--- src/media_fe_consts.svh ---
`ifndef MEDIA_FE_CONSTS_SVH
`define MEDIA_FE_CONSTS_SVH
// command header fields
`define PIPE_RNG        28:27
`define OPC_RNG         26:24
`define SUB_RNG         23:16
`define LEN_RNG         7:0
`define PIPE_MEDIA      2'h2
`define OPC_STATE       3'h0
`define OPC_PRIM        3'h1
`define SUB_FE          8'h00
`define SUB_CB          8'h01
`define SUB_DESC        8'h02
`define SUB_OBJ         8'h00
`define SUB_WALK        8'h03
`define LEN_FE          8'h06
`define LEN_CB          8'h01
`define LEN_DESC        8'h01
`define LEN_OBJ         8'h02
`define LEN_WALK        8'h02
// payload dword positions
`define DW1             8'h01
`define FE_BASE_DW      8'h02
`define FE_TBL_DW       3
`define MAX_WORDS       7
// front-end state dword 1
`define FE_DECODE_BIT   0
`define FE_PSTRUCT_RNG  2:1
`define FE_CODING_RNG   4:3
`define FE_SBMASK_RNG   15:8
// primitive dword 1
`define OBJ_OFS_RNG     5:0
`define OBJ_INL_BIT     8
`define OBJ_IND_BIT     9
`define OBJ_DEP_RNG     23:16
// media object dword 2: macroblock parameters
`define MB_INTRA_BIT    0
`define MB_FWD_BIT      1
`define MB_BWD_BIT      2
`define MB_MOT_RNG      4:3
`define MB_DCT_BIT      5
// walker dword 2: thread address
`define WLK_X_RNG       8:0
`define WLK_Y_RNG       24:16
// picture structure, coding type, motion type
`define PS_TOP          2'h1
`define PS_BOT          2'h2
`define PS_FRAME        2'h3
`define CODING_I        2'h1
`define CODING_P        2'h2
`define CODING_B        2'h3
`define MOT_FIELD       2'h1
`define MOT_FRAME_16X8  2'h2
`define MOT_DUAL        2'h3
// macroblock index encoding
`define IDX_INTRA       3'h0
`define IDX_FWD         3'h1
`define IDX_DUAL        3'h3
`define IDX_BWD         3'h4
`define IDX_BI          3'h6
`define IDX_P_MAX       3'h3
`define IDX_DCT_BIT     3
// remap table: 16 six-bit entries, four per dword in byte lanes
`define REMAP_ENTRIES   16
`define REMAP_PER_DW    4
`define REMAP_LANE      8
`define OFS_W           6
// descriptor and thread header
`define DESC_SIZE       32'h00000020
`define HDR2_OFS_RNG    9:4
`define VC1_UP_DEP      8'h01
`endif

--- src/media_fe_pkg.sv ---
package media_fe_pkg;
  typedef enum logic [2:0] {KIND_FE, KIND_CB, KIND_DESC, KIND_OBJ, KIND_WALK} cmd_kind_t;
  typedef enum logic [1:0] {D_IDLE, D_PAYLOAD, D_DISPATCH} dev_state_t;
  typedef enum logic {H_IDLE, H_SEND} host_state_t;
  typedef logic [5:0] ofs_t;
endpackage : media_fe_pkg

--- src/media_cmd_if.sv ---
`timescale 1ns/1ps
interface media_cmd_if;
  logic        cmd_valid;
  logic        cmd_ready;
  logic [31:0] cmd_data;
  modport issuer (output cmd_valid, output cmd_data, input cmd_ready);
  modport device (input cmd_valid, input cmd_data, output cmd_ready);
endinterface : media_cmd_if

--- src/mb_index_map.sv ---
`timescale 1ns/1ps
`include "media_fe_consts.svh"
module mb_index_map
  import media_fe_pkg::*;
(
  input  wire logic [1:0]  pstruct_in,
  input  wire logic [1:0]  coding_in,
  input  wire logic [5:0]  mb_in,
  input  wire ofs_t        remap_in [`REMAP_ENTRIES],
  output logic      [3:0]  index_out,
  output logic             index_valid_out,
  output ofs_t             offset_out
);
  // direction base shared by both destination kinds; no vectors means a zero forward vector
  function automatic logic [2:0] dir_base(input logic [5:0] mb);
    if (mb[`MB_BWD_BIT] && mb[`MB_FWD_BIT]) dir_base = `IDX_BI;
    else if (mb[`MB_BWD_BIT])               dir_base = `IDX_BWD;
    else                                    dir_base = `IDX_FWD;
  endfunction : dir_base

  // frame motion (field motion for field pictures) takes the base, the other the next slot
  function automatic logic [2:0] kind_index(input logic [5:0] mb, input logic second);
    if (mb[`MB_INTRA_BIT])                    kind_index = `IDX_INTRA;
    else if (mb[`MB_MOT_RNG] == `MOT_DUAL)    kind_index = `IDX_DUAL;
    else                                      kind_index = dir_base(mb) + {2'h0, second};
  endfunction : kind_index

  // one validity test serves both destination kinds, on the low three index bits
  function automatic logic kind_valid(input logic [2:0] k, input logic [1:0] coding);
    case (coding)
      `CODING_I: kind_valid = (k == `IDX_INTRA);
      `CODING_P: kind_valid = (k <= `IDX_P_MAX);
      `CODING_B: kind_valid = (k != `IDX_DUAL);
      default:   kind_valid = 1'b0;
    endcase
  endfunction : kind_valid

  logic [2:0] frame_kind;
  logic [2:0] field_kind;
  logic [3:0] frame_index;
  logic [3:0] field_index;

  // picture structure is stable until flush, so both mappings are built apart and muxed
  always_comb begin
    frame_kind  = kind_index(mb_in, mb_in[`MB_MOT_RNG] == `MOT_FIELD);
    field_kind  = kind_index(mb_in, mb_in[`MB_MOT_RNG] == `MOT_FRAME_16X8);
    frame_index = {mb_in[`MB_DCT_BIT] && !mb_in[`MB_INTRA_BIT] ? 1'b1 : mb_in[`MB_DCT_BIT],
                   frame_kind};
    field_index = {1'b0, field_kind};
    if (pstruct_in == `PS_FRAME) begin
      index_out       = frame_index;
      index_valid_out = kind_valid(frame_kind, coding_in);
    end else begin
      index_out       = field_index;
      index_valid_out = kind_valid(field_kind, coding_in) &&
                        (pstruct_in == `PS_TOP || pstruct_in == `PS_BOT);
    end
    offset_out = remap_in[index_out];
  end
endmodule : mb_index_map

--- src/media_front_end.sv ---
`timescale 1ns/1ps
`include "media_fe_consts.svh"
// Overview of operation
// - decode mode ignores command offset, derives its own
// - index from structure, motion, prediction, DCT, intra, vectors
// - structure 11 uses frame destination mapping
// - structure 01 or 10 uses field mapping
// - index selects remap entry giving final offset
// - pointer is base plus offset times size
// - frame indices 0-7 list eight macroblock kinds
// - frame indices 8-15 add field DCT
// - field indices 0-7 list field kinds
// - frame valid indices depend on picture type
// - field valid indices depend on picture type
// - structure fixed until flush, mappings separate
// - state loaded in-line through state commands
// - descriptors equal-sized, contiguous, chosen by index
// - decode state commands by pipeline, opcode, sub-opcode
// - issuer refuses a descriptor load with no front-end state command since the last
// - issuer gives every object at least one payload
// - walker takes inline only, or no payload once a descriptor is loaded
// - walker scoreboards follow address and state
// - issuer sends walker only in generic mode
// - issuer sets at most one upper dependency
// - offset lands in header dword two, bits 9:4
module media_front_end
  import media_fe_pkg::*;
(
  input  wire logic        mclk_in,
  input  wire logic        rst_in,
  media_cmd_if.device      link,
  output logic             thread_valid_out,
  input  wire logic        thread_ready_in,
  output logic      [31:0] thread_hdr2_out,
  output logic      [31:0] desc_ptr_out,
  output logic      [8:0]  sb_x_out,
  output logic      [8:0]  sb_y_out,
  output logic      [7:0]  sb_mask_out,
  output logic      [3:0]  mb_index_out,
  output logic             decode_mode_out,
  output logic             payload_err_out,
  output logic             index_err_out,
  output logic             seq_err_out
);
  dev_state_t  state_reg, state_next;
  logic [31:0] hdr_reg, hdr_next;
  logic [7:0]  cnt_reg, cnt_next;
  logic [31:0] dw1_reg, dw1_next;
  logic        decode_reg, decode_next;
  logic [1:0]  pstruct_reg, pstruct_next;
  logic [1:0]  coding_reg, coding_next;
  logic [7:0]  sbmask_reg, sbmask_next;
  logic [31:0] base_reg, base_next;
  ofs_t        remap_reg [`REMAP_ENTRIES];
  ofs_t        remap_next [`REMAP_ENTRIES];
  logic        desc_seen_reg, desc_seen_next;
  logic [31:0] hdr2_reg, hdr2_next;
  logic [31:0] ptr_reg, ptr_next;
  logic [8:0]  sbx_reg, sbx_next;
  logic [8:0]  sby_reg, sby_next;
  logic [7:0]  sbm_reg, sbm_next;
  logic [3:0]  idx_reg, idx_next;
  logic        perr_reg, perr_next;
  logic        ierr_reg, ierr_next;
  logic        serr_reg, serr_next;

  logic        take;
  logic        last_word;
  logic [3:0]  map_index;
  logic        map_valid;
  ofs_t        map_offset;

  // command class test, used for both header and payload handling
  function automatic logic is_cmd(input logic [31:0] h, input logic [2:0] opc,
                                  input logic [7:0] sub);
    is_cmd = (h[`PIPE_RNG] == `PIPE_MEDIA) && (h[`OPC_RNG] == opc) &&
             (h[`SUB_RNG] == sub);
  endfunction : is_cmd

  mb_index_map u_map (
    .pstruct_in      (pstruct_reg),
    .coding_in       (coding_reg),
    .mb_in           (link.cmd_data[5:0]),
    .remap_in        (remap_reg),
    .index_out       (map_index),
    .index_valid_out (map_valid),
    .offset_out      (map_offset)
  );

  // no new word is taken while a thread waits, which back-pressures the streamer
  assign link.cmd_ready   = (state_reg != D_DISPATCH);
  assign take             = link.cmd_valid && link.cmd_ready;
  assign last_word        = (cnt_reg == hdr_reg[`LEN_RNG]);
  assign thread_valid_out = (state_reg == D_DISPATCH);
  assign thread_hdr2_out  = hdr2_reg;
  assign desc_ptr_out     = ptr_reg;
  assign sb_x_out         = sbx_reg;
  assign sb_y_out         = sby_reg;
  assign sb_mask_out      = sbm_reg;
  assign mb_index_out     = idx_reg;
  assign decode_mode_out  = decode_reg;
  assign payload_err_out  = perr_reg;
  assign index_err_out    = ierr_reg;
  assign seq_err_out      = serr_reg;

  always_comb begin
    ofs_t   ofs;
    logic   go;
    ofs            = '0;
    go             = 1'b0;
    state_next     = state_reg;
    hdr_next       = hdr_reg;
    cnt_next       = cnt_reg;
    dw1_next       = dw1_reg;
    decode_next    = decode_reg;
    pstruct_next   = pstruct_reg;
    coding_next    = coding_reg;
    sbmask_next    = sbmask_reg;
    base_next      = base_reg;
    remap_next     = remap_reg;
    desc_seen_next = desc_seen_reg;
    hdr2_next      = hdr2_reg;
    ptr_next       = ptr_reg;
    sbx_next       = sbx_reg;
    sby_next       = sby_reg;
    sbm_next       = sbm_reg;
    idx_next       = idx_reg;
    perr_next      = 1'b0;
    ierr_next      = 1'b0;
    serr_next      = 1'b0;
    case (state_reg)
      D_IDLE: begin
        if (take) begin
          hdr_next = link.cmd_data;
          cnt_next = `DW1;
          if (link.cmd_data[`LEN_RNG] != 8'h00) begin
            state_next = D_PAYLOAD;
          end
          if (is_cmd(link.cmd_data, `OPC_STATE, `SUB_FE)) begin
            desc_seen_next = 1'b0;
          end
          if (is_cmd(link.cmd_data, `OPC_STATE, `SUB_DESC)) begin
            // a second load with no front-end state command between is flagged but still taken
            serr_next      = desc_seen_reg;
            desc_seen_next = 1'b1;
          end
        end
      end
      D_PAYLOAD: begin
        if (take) begin
          cnt_next = cnt_reg + 8'h01;
          if (cnt_reg == `DW1) begin
            dw1_next = link.cmd_data;
          end
          if (is_cmd(hdr_reg, `OPC_STATE, `SUB_FE)) begin
            if (cnt_reg == `DW1) begin
              decode_next  = link.cmd_data[`FE_DECODE_BIT];
              pstruct_next = link.cmd_data[`FE_PSTRUCT_RNG];
              coding_next  = link.cmd_data[`FE_CODING_RNG];
              sbmask_next  = link.cmd_data[`FE_SBMASK_RNG];
            end
            if (cnt_reg == `FE_BASE_DW) begin
              base_next = link.cmd_data;
            end
            for (int k = 0; k < `REMAP_ENTRIES; k++) begin
              if (cnt_reg == 8'(`FE_TBL_DW + k / `REMAP_PER_DW)) begin
                remap_next[k] =
                  link.cmd_data[(k % `REMAP_PER_DW) * `REMAP_LANE +: `OFS_W];
              end
            end
          end
          if (last_word) begin
            state_next = D_IDLE;
            if (is_cmd(hdr_reg, `OPC_PRIM, `SUB_OBJ)) begin
              go = 1'b1;
              if (decode_reg) begin
                ofs       = map_offset;
                idx_next  = map_index;
                ierr_next = !map_valid;
                go        = map_valid;
              end else begin
                ofs = dw1_reg[`OBJ_OFS_RNG];
              end
              sbx_next = '0;
              sby_next = '0;
              sbm_next = dw1_reg[`OBJ_DEP_RNG] & sbmask_reg;
            end
            if (is_cmd(hdr_reg, `OPC_PRIM, `SUB_WALK)) begin
              ofs       = dw1_reg[`OBJ_OFS_RNG];
              perr_next = dw1_reg[`OBJ_IND_BIT] ||
                !(dw1_reg[`OBJ_INL_BIT] || desc_seen_reg);
              go        = !perr_next;
              sbx_next  = link.cmd_data[`WLK_X_RNG];
              sby_next  = link.cmd_data[`WLK_Y_RNG];
              sbm_next  = sbmask_reg;
            end
            if (go) begin
              state_next                = D_DISPATCH;
              hdr2_next                 = '0;
              hdr2_next[`HDR2_OFS_RNG]  = ofs;
              ptr_next = base_reg + 32'(ofs) * `DESC_SIZE;
            end
          end
        end
      end
      D_DISPATCH: begin
        if (thread_ready_in) begin
          state_next = D_IDLE;
        end
      end
      default: state_next = D_IDLE;
    endcase
  end

  always_ff @(posedge mclk_in) begin
    if (rst_in) begin
      state_reg     <= D_IDLE;
      hdr_reg       <= '0;
      cnt_reg       <= '0;
      dw1_reg       <= '0;
      decode_reg    <= 1'b0;
      pstruct_reg   <= `PS_FRAME;
      coding_reg    <= `CODING_I;
      sbmask_reg    <= '0;
      base_reg      <= '0;
      remap_reg     <= '{default: '0};
      desc_seen_reg <= 1'b0;
      hdr2_reg      <= '0;
      ptr_reg       <= '0;
      sbx_reg       <= '0;
      sby_reg       <= '0;
      sbm_reg       <= '0;
      idx_reg       <= '0;
      perr_reg      <= 1'b0;
      ierr_reg      <= 1'b0;
      serr_reg      <= 1'b0;
    end else begin
      state_reg     <= state_next;
      hdr_reg       <= hdr_next;
      cnt_reg       <= cnt_next;
      dw1_reg       <= dw1_next;
      decode_reg    <= decode_next;
      pstruct_reg   <= pstruct_next;
      coding_reg    <= coding_next;
      sbmask_reg    <= sbmask_next;
      base_reg      <= base_next;
      remap_reg     <= remap_next;
      desc_seen_reg <= desc_seen_next;
      hdr2_reg      <= hdr2_next;
      ptr_reg       <= ptr_next;
      sbx_reg       <= sbx_next;
      sby_reg       <= sby_next;
      sbm_reg       <= sbm_next;
      idx_reg       <= idx_next;
      perr_reg      <= perr_next;
      ierr_reg      <= ierr_next;
      serr_reg      <= serr_next;
    end
  end
endmodule : media_front_end

--- src/flat_wrapper.sv ---
// flat-port wrapper written by rule: the top's interface ports become plain ports
module media_front_end_flat import media_fe_pkg::*;
  (mclk_in, rst_in, thread_valid_out, thread_ready_in, thread_hdr2_out, desc_ptr_out, sb_x_out, sb_y_out, sb_mask_out, mb_index_out, decode_mode_out, payload_err_out, index_err_out, seq_err_out, link_cmd_valid, link_cmd_data, link_cmd_ready);
  media_cmd_if link_i ();
  input  wire logic mclk_in;
  input  wire logic rst_in;
  output logic thread_valid_out;
  input  wire logic thread_ready_in;
  output logic      [31:0] thread_hdr2_out;
  output logic      [31:0] desc_ptr_out;
  output logic      [8:0] sb_x_out;
  output logic      [8:0] sb_y_out;
  output logic      [7:0] sb_mask_out;
  output logic      [3:0] mb_index_out;
  output logic decode_mode_out;
  output logic payload_err_out;
  output logic index_err_out;
  output logic seq_err_out;
  input wire logic [$bits(link_i.cmd_valid)-1:0] link_cmd_valid;
  input wire logic [$bits(link_i.cmd_data)-1:0] link_cmd_data;
  output wire logic [$bits(link_i.cmd_ready)-1:0] link_cmd_ready;
  assign link_i.cmd_valid = link_cmd_valid;
  assign link_i.cmd_data = link_cmd_data;
  assign link_cmd_ready = link_i.cmd_ready;
  media_front_end u_core (.mclk_in(mclk_in), .rst_in(rst_in), .link(link_i), .thread_valid_out(thread_valid_out), .thread_ready_in(thread_ready_in), .thread_hdr2_out(thread_hdr2_out), .desc_ptr_out(desc_ptr_out), .sb_x_out(sb_x_out), .sb_y_out(sb_y_out), .sb_mask_out(sb_mask_out), .mb_index_out(mb_index_out), .decode_mode_out(decode_mode_out), .payload_err_out(payload_err_out), .index_err_out(index_err_out), .seq_err_out(seq_err_out));
endmodule
--- config.mk ---
export PLATFORM = sky130hd
export DESIGN_NAME = media_front_end_flat
export DESIGN_NICKNAME = d
export VERILOG_FILES = /design/src/media_fe_pkg.sv /design/src/media_cmd_if.sv /design/src/mb_index_map.sv /design/src/media_front_end.sv /design/src/flat_wrapper.sv
export VERILOG_INCLUDE_DIRS = /design/src
export SDC_FILE = /design/constraint.sdc
export NUM_CORES = 1
export LEC_CHECK = 0
export BUFFER_PORTS_ARGS = -buffer_cell sky130_fd_sc_hd__buf_2
export CORE_MARGIN = 8
export CORE_UTILIZATION = 45
export CTS_BUF_LIST = sky130_fd_sc_hd__clkbuf_8
export CTS_CLUSTER_DIAMETER = 60
export DETAILED_ROUTE_END_ITERATION = 16
export PLACE_DENSITY_LB_ADDON = 0.15
export SLEW_MARGIN = 25
export SYNTH_ARGS = -nofsm -noshare
export SYNTH_HDL_FRONTEND = slang
export SYNTH_SLANG_ARGS = --single-unit
--- constraint.sdc ---
create_clock -name mclk_in -period 4.2 [get_ports mclk_in]
set_clock_uncertainty 0.2 [all_clocks]
set_input_delay 0.21 -clock mclk_in [delete_from_list [all_inputs] [get_ports mclk_in]]
set_output_delay 0.21 -clock mclk_in [all_outputs]
set_load 0.02 [all_outputs]
==> results of run 1 <==
==> cells by family after synthesis <==
kind of cell | count (synthesis) | share of synthesized area, %
AO/OA/AOI/OAI | 251 | 13.1
XOR/XNOR | 35 | 2.60
adder cells (fa/ha/maj) | 13 | 1.44
buffers and inverters | 144 | 6.36
flip-flops | 260 | 44.1
multiplexers | 152 | 13.1
other | 1 | 0.0318
AND/OR/NAND/NOR | 512 | 19.2
==> worst max path at each step <==
| stage | to | cells past startpoint | slack (ps) |
|---|---|---|---|
| final | u_core.desc_ptr_out[24]$_SDFFE_PP0P_ | 20 | 160 |
| after global routing | u_core.desc_ptr_out[11]$_SDFFE_PP0P_ | 21 | -50 |
| after CTS | u_core.desc_ptr_out[11]$_SDFFE_PP0P_ | 21 | 8 |
| after detailed placement | u_core.desc_ptr_out[24]$_SDFFE_PP0P_ | 21 | -110 |
| after global placement | u_core.desc_ptr_out[19]$_SDFFE_PP0P_ | 22 | -30 |
| after floorplan | u_core.desc_ptr_out[11]$_SDFFE_PP0P_ | 24 | 6 |
==> worst max-delay path: stages, from the launching register on <==
cell     delay [ps]
dfxtp_1         340
ha_4            200
nand3_1         120
and3_4          220
buf_12          160
buf_4           160
mux2i_1         190
mux2i_1          90
mux2_2          290
a22oi_1         210
buf_4           180
a21oi_1          70
ha_1            310
buf_4           120
inv_1            50
o21ai_1         220
nand3_2         140
buf_6           160
o31a_1          230
o21ai_1         120
a21oi_1          70
==> synth_stat cells (4+ instances only) <==
| master | number | share of area, % |
|---|---|---|
| inv_1 | 16 | 0.51 |
| nand2b_1 | 7 | 0.37 |
| nand2_1 | 282 | 9.0 |
| buf_6 | 7 | 0.67 |
| nor4_1 | 8 | 0.42 |
| o211ai_1 | 8 | 0.51 |
| o21ai_0 | 10 | 0.42 |
| a31oi_1 | 7 | 0.37 |
| xnor2_1 | 21 | 1.6 |
| dfxtp_1 | 260 | 44 |
| nor3_1 | 12 | 0.51 |
| ha_1 | 12 | 1.3 |
| mux2i_1 | 139 | 12 |
| a21oi_1 | 155 | 6.6 |
| nor2_1 | 124 | 3.9 |
| nand3_1 | 24 | 1.0 |
| buf_2 | 27 | 1.1 |
| and3_1 | 13 | 0.69 |
| a22o_1 | 17 | 1.3 |
| mux2_2 | 12 | 1.1 |
| o21bai_1 | 6 | 0.38 |
| nor2b_1 | 8 | 0.42 |
| clkbuf_1 | 59 | 1.9 |
| xor2_1 | 14 | 1.0 |
| a211o_1 | 4 | 0.30 |
| a22oi_1 | 6 | 0.38 |
| buf_4 | 33 | 2.1 |
| a211oi_1 | 17 | 1.1 |
| nand4_1 | 10 | 0.53 |
==> layout by cell type, fill, tap and decap left out, drive strengths merged, types with 7 or more instances in the layout <==
master,count
a31oi,7
o211ai,8
dfxtp,260
nor3,14
ha,12
nor2,124
conb,26
nand2,284
and3,13
xor2,14
nor4,10
a211oi,17
a21oi,155
mux2i,139
nand2b,7
mux2,12
inv,33
xnor2,21
o21ai,11
a22o,17
buf,199
nor2b,8
clkbuf,57
nand4,10
nand3,26
dlygate4sd3,38
==> stage by stage <==
stage / TNS [ps] / utilization [%] / cells / power (mW)
detailed placement: -552 / 49.7 / 1794 / 2.88
CTS: 0 / 54.6 / 1911 / 5.14
global route: -97.3 / 55.5 / 1916 / 5.30
floorplan: 0 / - / 1393 / 2.77
finish: 0 / 55.5 / 1916 / 5.10
global placement: -32.9 / 49.6 / 1794 / 2.88
==> area by class of cell <==
type | instances | area, µm²
Multi-Input combinational cell | 989 | 6110
Sequential cell | 260 | 5200
Inverter | 16 | 60.1
Clock buffer | 57 | 785
Clock inverter | 21 | 91.3
Tap cell | 335 | 419
Fill cell | 2435 | 11500
Timing Repair Buffer | 238 | 1690
==> power groups by stage <==
stage	Combinational [mW]	Sequential [mW]	Clock, mW
2_1_floorplan	0.221	2.55	0
3_3_place_gp	0.325	2.55	0
3_5_place_dp	0.327	2.55	0
4_1_cts	0.355	2.50	2.29
5_1_grt	0.394	2.50	2.40
6_report	0.367	2.50	2.23
==> repair_timing <==
item / in CTS / in global routing
setup endpoints to repair: 3 / 22
setup buffers: 0 / 5
cloned: 0 / 2
resized for setup: 2 / 49
hold endpoints to repair: 191 / 0
pin swaps: 0 / 14
hold buffers: 39 / 0
==> routing by layer <==
layer / global-route usage (%) / share of wire, % / vias to the layer above
met2: 33.0 / 43 / 280
met1: 30.6 / 48 / 4744
met5: 0 / 0 / -
li1: - / - / 4976
met3: 4.51 / 6.6 / 52
met4: 6.18 / 2.2 / 0
==> metrics, run 1 <==
flop and latch count out of synthesis 260; Peak VDD IR 229 µV; Largest register FFs 96; switching share of power 24.8%; NetSw 1.27 mW; initial antenna violation count 0; first-pass GRT wire length 54.6 mm; Crit Path Max Fanout 14; worst rel slew slack 40.9%; Seq pwr share 49.0%; hold crit path type in2reg; Clk pin slew, worst setup/hold paths 60 ps; Final ANT Viol Nets 0; 1st-iter DRT viols 624; clk root buf clkbuf_8; Pwr Density 355 nW/µm²; total track usage 21.7%; synthesized area 11,800 µm²; htree depth 2; drt drc 0; Final Max Slew Viols 0; clk sink count 260; worst slew pin tran 886 ps; register area share after synthesis 44.1%; Worst Hold Launch link_cmd_data[4]; row cnt 59; post-layout min period 4040 ps; GP Congestion 0.854; largest net degree at the start of global routing 134; placed cell area 12,900 µm²; Post-Route WL 35.1 mm; layout cells sized above 1 20.3%; clk_lat worst skew 560 ps; Critical Path AT 4220 ps; worst hold slack 51.3 ps; Worst EP required 4390 ps; ys flop type dfxtp_1; Reg2Reg Capture Point u_core.desc_ptr_out[24]$_SDFFE_PP0P_; CTS tree done; Crit. Startpoint u_core.pstruct_reg[0]$_SDFFE_PP1P_; reg2reg setup slack 160 ps; I/O Buffers 109; grt total ovfl 0; hold depth 4; core area 25,900 µm²; clock power share 43.8%; status finished, final reports clean; Mapped Cells 1,368; I/O pin total 136; Hold Path Sink u_core.remap_reg[94]$_SDFFE_PP0P_; Synth async-reset ratio 0%; First-pass DRT Iterations 5; CP Capture Type flip-flop; endpoints failing setup 0; worst r2r src u_core.pstruct_reg[0]$_SDFFE_PP1P_; vias per cell 5.25; Nets 1,599; dpl hpwl 23.3 mm; Distinct cells, synth 68; fin area 14,400 µm²; leakage 5.65 nW; Max Freq 0.248 GHz; Die H 178 µm; final worst setup slack 165 ps; via count 10,100; Mean Syn Cell Area 8.62 µm²; Final Hold Viols 0; R2R depth 20; Final Cycle Share 96.1%; worst slack, placed -109 ps; Syn-to-layout area delta 21.8%; overall die area 31,600 µm²; Chip Width 178 µm; clock buffer depth 3; number of antenna repair diodes 0; Worst setup SP type flip-flop; max cap viols 0; CP Class reg2reg; Yosys Warn Count 0; Num CTS Buffers 45; Initial Util 45.5%; P_int 3.84 mW; WL/cell 18.3 µm; vias in the first global route 9,746; Post-synth EDFFs 0; Logic pwr share 7.2%
No activity file was read; power rests on OpenSTA's default activity.
==> inputs of run 2 (changes only) <==
--- a/config.mk
+++ b/config.mk
@@ -6,6 +6,7 @@
 export SDC_FILE = /design/constraint.sdc
 export NUM_CORES = 1
 export LEC_CHECK = 0
+export ABC_AREA = 1
 export BUFFER_PORTS_ARGS = -buffer_cell sky130_fd_sc_hd__buf_2
 export CORE_MARGIN = 8
 export CORE_UTILIZATION = 45
==> metrics, run 2 <==
Die H 180 µm; dpl hpwl 26.2 mm; clock buffer depth 3; status finished, final reports clean; largest area contributor in the netlist dfxtp_1; total track usage 22.6%; Synth async-reset ratio 0%; Final Hold Viols 0; Non-Filler Instances 2,176; clk root buf clkbuf_8; Yosys Warn Count 0; most frequent cell after synthesis dfxtp_1; Crit Path Max Fanout 8; register area share after synthesis 43.0%; GP Congestion 0.909; Yosys top cell area share 43.0%; first-pass GRT wire length 59.5 mm; hold crit path type in2reg; number of antenna repair diodes 0; most common cell after layout, fill and taps aside dfxtp_1; I/O pin total 136; I/O Buffers 109; clk sink count 260; vias in the first global route 10,900; worst rel slew slack 51.6%; htree depth 2; Nets 1,855; most frequent cells in the layout 260 x dfxtp_1, 224 x inv_1, 213 x nand2_1, 211 x o21ai_0, 199 x a21oi_1; Peak VDD IR 253 µV; layout cells sized above 1 14.9%; CP Class in2reg; Tot Pwr 5.07 mW; Post-Route WL 38.2 mm; WL/cell 17.6 µm; Mapped Cells 1,667; Distinct cells, synth 43; clk_lat worst skew 560 ps; flop and latch count out of synthesis 260; top cells by count, synth 260 x dfxtp_1, 218 x nand2_1, 213 x o21ai_0; Final Max Slew Viols 0; drt drc 0; Clk pin slew, worst setup/hold paths 60 ps; Largest register FFs 96; Final ANT Viol Nets 0; Post-synth EDFFs 0; vias per cell 5.31; FILL cells 2,603; Post-Place Cells 2,061; 1st-iter DRT viols 766; overall die area 32,400 µm²; Pwr Density 358 nW/µm²; Worst EP required 4490 ps; endpoints failing setup 0; largest net degree at the start of global routing 90; ys flop type dfxtp_1; Final Cycle Share 93.9%; initial antenna violation count 0; synthesized area 12,100 µm²; via count 11,600; grt total ovfl 0; CTS tree done; Initial Util 45.4%; max cap viols 0; core area 26,700 µm²; Syn-to-layout area delta 17.2%; post-layout min period 3940 ps; Worst setup SP type input pin; Final TNS setup 0 ps; First-pass DRT Iterations 5; Critical Path AT 4230 ps; top cells by area, synth dfxtp_1 43%, o21ai_0 8.8%, a21oi_1 8.2%, nand2_1 6.8%, nand3_1 6.6%; row cnt 60; Chip Width 180 µm; Mean Syn Cell Area 7.26 µm²; worst slew pin tran 724 ps; CP Capture Type flip-flop; leakage 5.92 nW; Num CTS Buffers 43; Max Freq 0.254 GHz
==> run 2: stage by stage <==
step	area (µm²)	worst slack [ps]	utilization, %	hold slack [ps]
4_1_cts	14000	113	52.7	29.7
5_1_grt	14200	-43.0	53.2	59.3
3_3_place_gp	12900	154	48.4	229
2_1_floorplan	12200	300	-	152
3_5_place_dp	12900	133	48.4	231
6_report	14200	257	53.2	56.1
==> run 2: per-layer routing <==
| metal | GRT usage, % | vias to the layer above | share of wire, % |
|---|---|---|---|
| met5 | 0 | - | 0 |
| met4 | 9.20 | 0 | 3.5 |
| met3 | 5.06 | 82 | 7.0 |
| met2 | 35.6 | 404 | 44 |
| met1 | 29.5 | 5326 | 45 |
| li1 | - | 5753 | - |
==> run 2: path summary, 6_finish.rpt <==
kind | from | endpoint | slack [ps] | cells after the start
setup / recovery | link_cmd_data[4] | u_core.desc_ptr_out[31]$_SDFFE_PP0P_ | 260 | 23
hold / removal | rst_in | u_core.state_reg[0]$_SDFFE_PP0P_ | 60 | 3
setup reg to reg | u_core.pstruct_reg[0]$_SDFFE_PP1P_ | u_core.desc_ptr_out[31]$_SDFFE_PP0P_ | 380 | 20
hold reg to reg | u_core.desc_ptr_out[16]$_SDFFE_PP0P_ | u_core.desc_ptr_out[16]$_SDFFE_PP0P_ | 240 | 2
==> run 2: repair_timing <==
item	CTS	global route
buffers inserted	0	3
hold endpoints to repair	179	0
gates resized for setup	0	21
endpoints found under the setup margin	0	14
hold buffers	35	0
==> run 2: critical path, stage by stage <==
cell and delay (ps):
dlygate4sd3_1 550, buf_2 160, nor2_1 110, ha_1 140, nand3_1 120, o21ai_2 230, buf_4 210, clkinvlp_4 160
buf_4 200, nand3_1 100, nand3_1 110, nand2_1 130, a21oi_1 90, ha_1 310, nand2_1 110, nor3_2 190
nor2_1 90, nor4_2 360, nand2_1 110, or2_2 280, nand2_1 50, o21ai_0 70, nor2_1 120
==> run 2: layout make-up <==
type | count | area [µm²] | share of cell area (%)
Multi-Input combinational cell | 1085 | 5550 | 39.1
Sequential cell | 260 | 5200 | 36.7
Clock inverter | 22 | 96.3 | 0.679
Clock buffer | 52 | 716 | 5.05
Timing Repair Buffer | 198 | 1370 | 9.65
Tap cell | 341 | 427 | 3.01
Inverter | 218 | 826 | 5.82
==> run 2: cell families (layout without fill, tap and decap cells) <==
family	Yosys count	count (layout)	synth area share (%)
buffers and inverters	348	490	12.6
other	1	26	0.0310
XOR/XNOR	28	28	2.03
flip-flops	260	260	43.0
adder cells (fa/ha/maj)	13	13	1.41
AND/OR/NAND/NOR	558	559	21.3
AO/OA/AOI/OAI	459	459	19.7
==> run 2: report_power, final <==
part | internal [mW] | switching (mW) | leakage, nW
Clock | 1.12 | 1.01 | 0.479
Sequential | 2.49 | 0.0162 | 2.10
Combinational | 0.129 | 0.307 | 3.34
==> inputs of run 3 (changes only) <==
--- a/config.mk
+++ b/config.mk
@@ -10,10 +10,10 @@
 export BUFFER_PORTS_ARGS = -buffer_cell sky130_fd_sc_hd__buf_2
 export CORE_MARGIN = 8
 export CORE_UTILIZATION = 45
-export CTS_BUF_LIST = sky130_fd_sc_hd__clkbuf_8
+export CTS_BUF_LIST = sky130_fd_sc_hd__clkbuf_4
 export CTS_CLUSTER_DIAMETER = 60
 export DETAILED_ROUTE_END_ITERATION = 16
-export PLACE_DENSITY_LB_ADDON = 0.15
+export PLACE_DENSITY = 0.77
 export SLEW_MARGIN = 25
 export SYNTH_ARGS = -nofsm -noshare
 export SYNTH_HDL_FRONTEND = slang
==> metrics, run 3 (synthesis results as in run 2) <==
Slowest Stage Delay on Critical Path 530 ps; CP Capture Type flip-flop; FILL cells 2,493; most common cell after layout, fill and taps aside dfxtp_1; clk sink count 260; Nets 1,886; endpoints failing setup 0; Worst Hold Launch link_cmd_data[31]; initial antenna violation count 2; clk root buf clkbuf_4; WL/cell 17.4 µm; post-layout min period 4010 ps; I/O pin total 136; 1st-iter DRT viols 1,242; most frequent cells in the layout 260 x dfxtp_1, 216 x nand2_1, 212 x o21ai_0, 208 x inv_1, 199 x a21oi_1; Num CTS Buffers 70; Pwr Density 365 nW/µm²; Final Hold Viols 0; Tot Pwr 5.23 mW; worst slew pin tran 983 ps; Worst EP required 4570 ps; max cap viols 0; worst r2r src u_core.pstruct_reg[0]$_SDFFE_PP1P_; vias per cell 5.48; crit path buf inv count 7; placed cell area 12,900 µm²; Critical Path AT 4380 ps; final core occ 53.8%; htree depth 3; worst rel slew slack 34.5%; Largest register FFs 96; Crit Path Max Fanout 5; first-pass GRT wire length 60.9 mm; Final Max Slew Viols 0; row cnt 60; Clk pin slew, worst setup/hold paths 70 ps; GP Congestion 0.926; core area 26,700 µm²; Post-Route WL 38.8 mm; Worst path top cell family by delay simple AND/OR/NAND/NOR gates; First-pass DRT Iterations 7; vias in the first global route 11,600; worst hold slack 97.6 ps; CP Class in2reg; via count 12,200; Chip Width 180 µm; layout cells sized above 1 16.3%; Final ANT Viol Nets 0; Peak VDD IR 213 µV; clk_lat worst skew 700 ps; CP max stage cell dlygate4sd3_1; Max Freq 0.249 GHz; status finished, final reports clean; Final Cycle Share 95.5%; leakage 6.03 nW; fin area 14,300 µm²; dpl hpwl 25.6 mm; hold crit path type in2reg; overall die area 32,400 µm²; largest net degree at the start of global routing 136; Syn-to-layout area delta 18.5%; Initial Util 45.4%; CTS tree done; total track usage 22.8%; drt drc 0; Die H 180 µm; grt total ovfl 0; I/O Buffers 109; clock buffer depth 3; Worst setup SP type input pin; Crit path top cell by count nand2_1; Final TNS setup 0 ps; Crit. Startpoint link_cmd_data[3]
[run 3: cell count changes in the layout (fill, tap and decap cells not counted), moves of 4 or more]
cell / delta
inv_1: -16
nand2_2: -4
clkbuf_4: +97
dlygate4sd3_1: +13
clkinv_1: +14
clkbuf_8: -52
buf_4: -12
buf_12: +5
[run 3: worst paths after layout]
kind	end	slack, ps	cells after the start
worst min-delay path	u_core.base_reg[31]$_SDFFE_PP0P_	100	4
worst min register to register	u_core.desc_ptr_out[16]$_SDFFE_PP0P_	240	2
worst max-delay path	u_core.desc_ptr_out[29]$_SDFFE_PP0P_	190	30
worst max register to register	u_core.desc_ptr_out[29]$_SDFFE_PP0P_	200	25
[run 3: report_power, final]
group | leakage, nW | switching (mW) | total (mW) | internal [mW]
registers | 2.10 | 0.0166 | 2.51 | 2.49
logic | 3.41 | 0.308 | 0.441 | 0.133
clock network | 0.518 | 1.08 | 2.28 | 1.20
[run 3: area by class of cell]
type	instances	area [µm²]	area share, %
inverter	218	825	5.75
multi-input combinational	1084	5510	38.4
antenna	2	5.00	0.0349
tap	341	427	2.98
timing repair buffer	203	1490	10.4
clock inverter	22	145	1.01
clock buffer	98	736	5.13
sequential	260	5200	36.3
[run 3: metrics by stage]
step / cells / setup WS (ps)
global placement: 2052 / 186
detailed placement: 2052 / 86.2
finish: 2228 / 190
CTS: 2220 / 114
floorplan: 1692 / 300
global route: 2228 / -42.6
[run 3: what timing repair did]
action / 4_1_cts / 5_1_grt
resized for setup: 0 / 9
setup buffers: 0 / 4
endpoints found under the setup margin: 0 / 12
hold buffers: 48 / 0
endpoints found under the hold margin: 204 / 0
[run 3: worst register-to-register path: stages, from the launching register on]
cell and delay (ps):
dfxtp_1 320, ha_2 240, inv_2 130, nand3_4 150, nand2_4 130, buf_2 180, nand2_1 70, nand3_1 60
nand3_1 80, nand3_1 70, nand2_1 110, nand2_1 100, nand2_1 90, inv_1 70, ha_1 160, inv_1 60
fa_1 460, o21ai_2 190, nand3_1 90, o31ai_1 110, nand2_1 210, nor3_2 260, nand2_1 100, xnor2_1 130
nor2_1 90, nor2_1 40
[run 3: routing by layer]
| layer | routed length, µm | global-route usage [%] | vias up | share of wire, % |
|---|---|---|---|---|
| met5 | 0 | 0 | - | 0 |
| met4 | 1810 | 12.8 | 0 | 4.7 |
| met3 | 3580 | 5.56 | 138 | 9.2 |
| met2 | 17200 | 36.0 | 615 | 44 |
| met1 | 16200 | 28.2 | 5601 | 42 |
| li1 | - | - | 5845 | - |
